File: src/verilog/fsc_dummy_unused.sv
`timescale 1ns/100ps
`default_nettype none
`default_nettype wire

File: src/verilog/fsc_pkg.sv
`default_nettype none
package fsc_pkg;
  localparam int unsigned NUM_CH = 8;
  localparam int unsigned IMG_W = 24;
  localparam int unsigned CRC_W = 6;
  localparam logic [1:0] FAULT_CAPTURE_OFFSET = 2'h1;
  localparam logic [1:0] CONFIG_OFFSET = 2'h0;
  localparam int unsigned OC_MSB = 23;
  localparam int unsigned OC_LSB = 16;
  localparam int unsigned OS_MSB = 15;
  localparam int unsigned OS_LSB = 8;
  localparam int unsigned RSV_BIT = 7;
  localparam int unsigned TSD_BIT = 6;
  localparam int unsigned CRC_MSB = 5;
  localparam int unsigned CRC_LSB = 0;
  localparam logic [6:0] CRC_POLY = 7'h43;
  localparam logic [IMG_W-1:0] FAULT_RESET = 24'h000000;
  localparam int unsigned SYNC_STAGES = 3;

  typedef struct packed {
    logic [7:0] overcurrent;
    logic [7:0] open_short;
    logic reserved_bit;
    logic thermal_shutdown;
    logic [5:0] crc;
  } fsc_image_s;

  typedef struct packed {
    logic [7:0] overcurrent;
    logic [7:0] current_low;
    logic thermal;
  } fsc_sense_s;
endpackage : fsc_pkg
`default_nettype wire

File: src/verilog/fsc_edge_sync.sv
`timescale 1ns/100ps
`default_nettype none
module fsc_edge_sync (
  input wire logic clk_i,
  input wire logic nrst_i,
  input wire logic pin_i,
  output logic rise_o,
  output logic fall_o
);
  import fsc_pkg::*;

  logic [SYNC_STAGES-1:0] stage;
  logic level;
  logic rise;
  logic fall;
  logic [SYNC_STAGES-1:0] next_stage;
  logic next_level;
  logic next_rise;
  logic next_fall;

  // level moves only when the second and third stage agree
  always_comb begin
    next_stage = {stage[SYNC_STAGES-2:0], pin_i};
    next_level = level;
    next_rise = 1'b0;
    next_fall = 1'b0;
    if ((stage[1] == stage[2]) && (stage[2] != level)) begin
      next_level = stage[2];
      next_rise = stage[2];
      next_fall = ~stage[2];
    end
  end

  always_ff @(posedge clk_i or negedge nrst_i) begin
    if (!nrst_i) begin
      stage <= '0;
      level <= 1'b0;
      rise <= 1'b0;
      fall <= 1'b0;
    end else begin
      stage <= next_stage;
      level <= next_level;
      rise <= next_rise;
      fall <= next_fall;
    end
  end

  assign rise_o = rise;
  assign fall_o = fall;
endmodule : fsc_edge_sync
`default_nettype wire

File: src/verilog/fsc_fault_capture.sv
//
// Contract
// - bits 23..16 hold one overcurrent flag per channel, channel seven in bit 23.
// - overcurrent flags clear when read and return only if the fault recurs.
// - bits 15..8 hold one open-load or short-to-ground flag per channel, channel seven in 15.
// - open-load or short flags clear when read.
// - bit 6 is a thermal shutdown flag that clears when read.
// - bits 5..0 carry a read-only checksum of the channel configuration, untouched by reads.
// - the fault image sits at offset 1 and resets to all zeros.
// - the checksum is the remainder of config with six zeros appended, divided by 0x43.
// - a latch clock rising edge loads the 24-bit image, bit 23 appearing at once.
// - each shift clock falling edge moves one further bit out; the host gives 23 edges.
// - an open-load flag sets only while the channel is on and current is low, no auto-off.
`timescale 1ns/100ps
`default_nettype none
module fsc_fault_capture #(
  parameter int unsigned CHANNELS = 8
) (
  input wire logic CLK_I,
  input wire logic NRST_I,
  input wire logic SERIAL_SHIFT_CLOCK_I,
  input wire logic REGISTER_LATCH_CLOCK_I,
  input wire logic [7:0] CHANNEL_CONFIG_I,
  input wire fsc_pkg::fsc_sense_s SENSE_I,
  output logic SERIAL_OUT_O,
  output fsc_pkg::fsc_image_s FAULT_IMAGE_O
);
  import fsc_pkg::*;

  if (CHANNELS != NUM_CH) begin : g_check
    $error("fault image layout serves exactly eight channels");
  end

  if (IMG_W != (2 * CHANNELS) + 2 + CRC_W) begin : g_width
    $error("fault image width does not match the channel count");
  end

  // remainder of {cfg, 6'b0} divided by the polynomial
  function automatic logic [CRC_W-1:0] crc6(input logic [7:0] cfg);
    logic [13:0] work;
    work = {cfg, 6'h00};
    for (int i = 13; i >= 6; i--) begin
      if (work[i]) begin
        work[i -: 7] = work[i -: 7] ^ CRC_POLY;
      end
    end
    return work[CRC_W-1:0];
  endfunction : crc6

  logic shift_fall;
  logic latch_rise;
  fsc_image_s image;
  fsc_image_s next_image;
  logic [IMG_W-1:0] chain;
  logic [IMG_W-1:0] next_chain;
  logic [7:0] os_cause;

  fsc_edge_sync u_shift_sync (
    .clk_i(CLK_I),
    .nrst_i(NRST_I),
    .pin_i(SERIAL_SHIFT_CLOCK_I),
    .rise_o(),
    .fall_o(shift_fall)
  );

  fsc_edge_sync u_latch_sync (
    .clk_i(CLK_I),
    .nrst_i(NRST_I),
    .pin_i(REGISTER_LATCH_CLOCK_I),
    .rise_o(latch_rise),
    .fall_o()
  );

  // open-load only counts on switched-on channels
  assign os_cause = CHANNEL_CONFIG_I & SENSE_I.current_low;

  // sticky flags: capture clears, a live fault sets and wins
  always_comb begin
    next_image = image;
    if (latch_rise) begin
      next_image.overcurrent = '0;
      next_image.open_short = '0;
      next_image.thermal_shutdown = 1'b0;
    end
    next_image.overcurrent = next_image.overcurrent | SENSE_I.overcurrent;
    next_image.open_short = next_image.open_short | os_cause;
    next_image.thermal_shutdown = next_image.thermal_shutdown | SENSE_I.thermal;
    next_image.reserved_bit = 1'b0;
    next_image.crc = crc6(CHANNEL_CONFIG_I);
  end

  // shift chain: latch wins over a coincident shift
  always_comb begin
    next_chain = chain;
    if (latch_rise) begin
      next_chain = image;
    end else if (shift_fall) begin
      next_chain = {chain[IMG_W-2:0], 1'b0};
    end
  end

  always_ff @(posedge CLK_I or negedge NRST_I) begin
    if (!NRST_I) begin
      image <= FAULT_RESET;
    end else begin
      image <= next_image;
    end
  end

  always_ff @(posedge CLK_I or negedge NRST_I) begin
    if (!NRST_I) begin
      chain <= FAULT_RESET;
    end else begin
      chain <= next_chain;
    end
  end

  assign SERIAL_OUT_O = chain[IMG_W-1];
  assign FAULT_IMAGE_O = image;
endmodule : fsc_fault_capture
`default_nettype wire

File: config.mk
export PLATFORM = sky130hd
export DESIGN_NAME = fsc_fault_capture
export DESIGN_NICKNAME = d
export VERILOG_FILES = /design/src/verilog/fsc_dummy_unused.sv /design/src/verilog/fsc_pkg.sv /design/src/verilog/fsc_edge_sync.sv /design/src/verilog/fsc_fault_capture.sv
export SDC_FILE = /design/constraint.sdc
export NUM_CORES = 1
export LEC_CHECK = 0
export ABC_AREA = 1
export ABC_CLOCK_PERIOD_IN_PS = 1200
export BUFFER_PORTS_ARGS = -buffer_cell sky130_fd_sc_hd__buf_2
export CORE_ASPECT_RATIO = 1.4
export CORE_MARGIN = 2
export CORE_UTILIZATION = 52
export DETAILED_ROUTE_END_ITERATION = 12
export PLACE_DENSITY = 0.78
export SYNTH_ARGS = -nofsm -noshare
export SYNTH_HDL_FRONTEND = slang
export SYNTH_SLANG_ARGS = --single-unit
export TNS_END_PERCENT = 5
File: constraint.sdc
create_clock -name CLK_I -period 1.2 [get_ports CLK_I]
set_input_delay 0 -clock CLK_I [delete_from_list [all_inputs] [get_ports CLK_I]]
set_output_delay 0 -clock CLK_I [all_outputs]
set_load 0.005 [all_outputs]
---- Word-level counts from Yosys, hierarchy flattened ----
Cells that the tools add are included.
storage, ports and cells
  register bits after elaboration ......... 57
  bits in latches ......................... 0
  RAM bits ................................ 0
  memory bits (read-only) ................. 0
  bits of input ports ..................... 29
  output and inout port bits .............. 25
  word-level logic and storage cells ...... 45
  memories ................................ 0
cells by class
  add/sub/neg operators ................... 0
  multiply operators ...................... 0
  div/mod/pow operators ................... 0
  order comparisons ....................... 0
  eq/ne operators ......................... 4
  shifts and indexed selects .............. 0
  muxes and demuxes ....................... 14
  bitwise gates (word level) .............. 13
  reduce and logical (&&, ||, !) cells .... 3
operators with widths
  cell                   count
  24-bit 2-to-1 mux      2
  16-bit 2-to-1 mux      1
  2-bit 2-to-1 mux       8
  2-bit NOT              8
  8-bit bitwise OR       2
  8-bit bitwise AND      1
  1-bit 2-to-1 mux       3
  1-bit == test          2
  1-bit logical AND      2
  1-bit inequality test  2
  2-bit nonzero test     1
  1-bit NOT              1
  1-bit bitwise OR       1

---- Longest topological paths before layout ----
  word-level depth ........................ 16
  depth in mapped cells ................... 6
  gate-level depth less buffers ........... 6

---- By module ----
Synthesis repeated with hierarchy kept, for this count alone.
unflattened totals
  cells, all modules ...................... 260
  area total of the unflattened synthesis .. 2384.8 um2
modules (own cells, without submodules)
  module             times used  cells an instance  area each (um2)  seq. area each (um2)
  fsc_fault_capture  1           236                2034.5           1176.1
  fsc_edge_sync      2           12                 175.2            150.1

---- Worst setup path after synthesis ----
No wires, ideal clock.
  path kind ............................... reg2reg
  from .................................... reg u_latch_sync.rise, in the netlist u_latch_sync.rise_o
  to ...................................... reg chain[12]
  library setup time ...................... 76 ps
  arrival time ............................ 925 ps
  data required time ...................... 1124 ps
  path slack .............................. 199 ps
  stages on the path, launching flop included .. 7
  path buffers ............................ 1
  period minus slack after synthesis ...... 1001 ps
  path through ............................ dfrtp_1 > inv_2 > nand2_2 > inv_2 > buf_2 > nand2_1 > o21ai_1
on the way
  longest elaborated chain between the ends .. 1
  elaborated cells between the ends (all ways) .. 2
  those cells by class .................... mux (1); reduce/logical (1)
ends and longest elaborated chain
  item                                                     line                      text
  start, declared                                          fsc_edge_sync.sv:14       logic rise;
  start signal, assigned                                   fsc_edge_sync.sv:43       rise <= next_rise;
  24-bit 2-to-1 mux or 2-bit nonzero test (tied branches)  --
  end signal, assigned                                     fsc_fault_capture.sv:114  chain <= next_chain;
  end, declared                                            fsc_fault_capture.sv:54   logic [IMG_W-1:0] chain;
Several ways; a longest one is shown, not always the timed one.
A chain may end at the register's enable or synchronous reset.

==> metrics.csv <==
stage,metric,value,unit
sta,max frequency,0.8310,GHz
sta,setup_tns,-0.003355,ns
synth,post-synthesis sequential area ratio,0.6305,
global_routing,first-pass GRT wire length,8597,um
worst_setup_path,Reg2Reg Depth,5,
power_and_ir_drop,leakage,0.001592,uW
floorplanning,Initial Util,0.5381,
synth,#FFs+latches synth,57,
power_and_ir_drop,Reg power frac,0.457,
power_and_ir_drop,PD cells,1786,nW/um2
synth,Unique masters post-synth,20,
synth,Cells after Synth,246,
route,via count,1960,
global_routing,global route overflow,0,
global_routing,initial antenna violation count,0,
synth,Compound-Gate Fraction of Synth Area,0.07246,
floorplanning,site row count,28,
placed_design,post-detail-place hpwl,3148,um
synth,asr flop ratio synth,1.000,
floorplanning,DIE HEIGHT,82.04,um
worst_setup_path,Worst path slowest cell,dlygate4sd3_1,
power_and_ir_drop,Logic pwr share,0.157,
global_routing,vias in the first global route,2002,
final_layout,Layout fillers,300,
flow_run,max_cap viols,0,
worst_setup_path,CP Data Arrival Time,1.42,ns
synth,Post-Synthesis Net Count,275,
global_routing,Total Routing Usage GR,0.2436,
sta,"Hold Vio Cnt, Final",0,
floorplanning,core area,4204,um2
sta,number of setup violations in the final report,1,
sta,Worst Slack Setup Final,-0.003355,ns
power_and_ir_drop,VDD IR max,0.9794,mV
synth,adder-cell share of the synthesized area,0,
worst_setup_path,kind of end point of the critical path,flop,
clock_tree,CTS Buf Count,9,
clock_tree,clk sinks,57,
worst_setup_path,CP cell instances,dlygate4sd3_1 -> buf_2 -> xor2_1 -> dlygate4sd3_1,
final_layout,layout cells sized above 1,0.2229,
final_layout,Synth-to-Final Area Change,38.99,%
clock_tree,setup bufs post-CTS,0,
synth,Netlist Area Pre-Place,2262,um2
clock_tree,clk buf depth,2,
synth,most common cell in the netlist,nand2_1,
synth,largest family of logic cells by synthesized area,simple AND/OR/NAND/NOR gates,
route,final WL,5187,um
synth,Simple-Gate Fraction of Synth Area,0.2389,
synth,Syn Area/Cell,9.196,um2
clock_tree,CTS tree,yes,
worst_setup_path,CP top delay family,buffers and inverters,
synth,Post-Synth XOR/XNOR Area,0.007743,
synth,"top cells by area, synth","dfrtp_1 (63%), nand2_1 (17%), nand3_1 (4.4%)",
worst_setup_path,max incr delay on CP,0.56,ns
route,number of routed nets with antenna violations,0,
worst_setup_path,"Max FO, Critical Path",6,
floorplanning,DIE AREA,4901,um2
placed_design,buffers added on ports,52,
sta,"Min Clock Period, post-route",1.203,ns
route,drt wl/cell,13.44,um
power_and_ir_drop,Tot Pwr,5615,uW
worst_setup_path,Critical Path RT,1.42,ns
clock_tree,worst skew pair latency,0.34,ns
floorplanning,Ports,54,
global_routing,largest net degree at the start of global routing,58,
sta,hold slack,0.03248,ns
route,DRT Pass-1 Iters,4,
status,failing checks,negative setup slack,
power_and_ir_drop,Clock power frac,0.386,
worst_setup_path,critical path's most frequent cell,dlygate4sd3_1,
final_layout,"Core Util, Final",0.7479,
route,via/cell ratio,5.078,
status,status,finished with violations,
final_layout,NumNets Final,365,
synth,synth cell count leaders,"nand2_1 (100), dfrtp_1 (57), nand3_1 (20)",
power_and_ir_drop,P_int,4171,uW
route,initial DRC count,99,
floorplanning,Die Wd,59.75,um
sta,Final Slew Violations,0,
sta,"Period Utilization, post-route",1.003,
worst_setup_path,crit path kind,input pin to flop,
synth,synth warn,0,
sta,RSZ-0062 raised after global routing,yes,
worst_setup_path,CP Depth,4,
clock_tree,Root Buffer,clkbuf_8,
power_and_ir_drop,Net Sw Power,1444,uW
route,DR DRC count,0,
synth,top cell type's share of synthesized area,0.6305,
sta,Setup Skew,0.008154,ns
power_and_ir_drop,Net Sw Frac,0.2572,
synth,Post-synth EDFFs,0,
min_path,number of cells on the worst hold path,4,
min_path,Worst Hold Class,input pin to flop,
clock_tree,"Clk pin slew, worst setup/hold paths",0.06,ns
synth,multiplexer area fraction after synthesis,0,
worst_setup_path,Worst Path Buf+Inv,3,
placed_design,Post-Place Worst Slack,0.1049,ns
placed_design,GP Congestion,0.7852,
clock_tree,H-tree Lvls,3,
worst_setup_path,CP Launch Type,input pin,
synth,Synth Flop Type,dfrtp_1,
final_layout,ANT cells,0,
synth,largest area contributor in the netlist,dfrtp_1,
==> final timing paths <==
| path | start | end | slack, ns |
|---|---|---|---|
| worst max-delay path | CHANNEL_CONFIG_I[5] | FAULT_IMAGE_O[5] | -0.003 |
| worst min-delay path | CHANNEL_CONFIG_I[0] | FAULT_IMAGE_O[0] | 0.03 |
| worst max register to register | u_latch_sync.rise_o | chain[13] | 0.08 |
| worst min register to register | u_shift_sync.stage[0] | u_shift_sync.stage[1] | 0.36 |
| max in group asynchronous | NRST_I | u_shift_sync.fall_o | 0.76 |
| min in group asynchronous | NRST_I | FAULT_IMAGE_O[11] | 0.18 |
==> power groups by stage <==
stage / sequential [uW] / combinational (uW) / clock (uW)
after floorplan: 2540 / 474 / 0
after global placement: 2580 / 750 / 0
after detailed placement: 2590 / 785 / 0
after CTS: 2560 / 872 / 2210
after global routing: 2610 / 1010 / 2280
final: 2560 / 882 / 2170
==> cell type report <==
class / count / area (um2) / share of cell area
Inverter: 18 / 70.07 / 0.02228
Multi-Input combinational cell: 163 / 725.7 / 0.2308
Clock buffer: 11 / 141.4 / 0.04497
Clock inverter: 5 / 102.6 / 0.03263
Tap cell: 45 / 56.30 / 0.01791
Sequential cell: 57 / 1426 / 0.4536
Timing Repair Buffer: 87 / 621.8 / 0.1978
==> stage by stage <==
stage,instances,instance area [um2]
finish,386,3144
global route,386,3144
CTS,386,3133
detailed placement,339,2579
global placement,339,2579
floorplan,246,2262
==> kinds of logic (layout without fill, tap and decap cells) <==
group                  Yosys count  after routing
AND/OR/NAND/NOR                134            134
flip-flops                      57             57
AO/OA/AOI/OAI                   26             26
buffers and inverters           26            121
XOR/XNOR                         2              2
other                            1              1
==> tightest hold or removal path, cell delays in order <==
cell	delay, ns
buf_2	0.13
nand2_1	0.08
nand3_1	0.08
nand2_1	0.05
==> layer usage <==
layer / global-route usage / routed length (um)
met5: 0 / 0
met4: 0.1467 / 154
met3: 0.07402 / 259
met2: 0.3859 / 2606
met1: 0.2866 / 2166
==> timing repair <==
action                                 in CTS  in global routing
setup endpoints to repair                   0                  7
hold buffers                               31                  0
resized for setup                           0                  6
endpoints found under the hold margin      81                  0
==> registers in the layout, indices dropped and copies added, names as in the netlist <==
| register | cells |
|---|---|
| u_latch_sync.rise_o | 1 |
| u_latch_sync.level | 1 |
| u_latch_sync.stage | 3 |
| FAULT_IMAGE_O | 23 |
| u_shift_sync.stage | 3 |
| chain | 24 |
| u_shift_sync.level | 1 |
| u_shift_sync.fall_o | 1 |
==> placed cells by master, fill, tap and decap left out <==
master	count
nor2_1	10
clkinv_2	1
nand3_1	20
nand3b_1	1
buf_12	1
inv_2	2
buf_2	50
a22o_1	3
conb_1	1
dfrtp_1	57
bufinv_16	3
clkbuf_8	10
nand2_1	100
nand2_2	2
clkinvlp_4	1
dlygate4sd3_1	31
buf_4	4
inv_4	1
o21ai_1	4
a21oi_1	1
o21ai_0	9
nor3b_1	1
inv_1	15
buf_6	1
a21o_1	8
o21bai_1	1
clkbuf_1	1
xor2_1	2
Power figures use the tool's default switching activity.
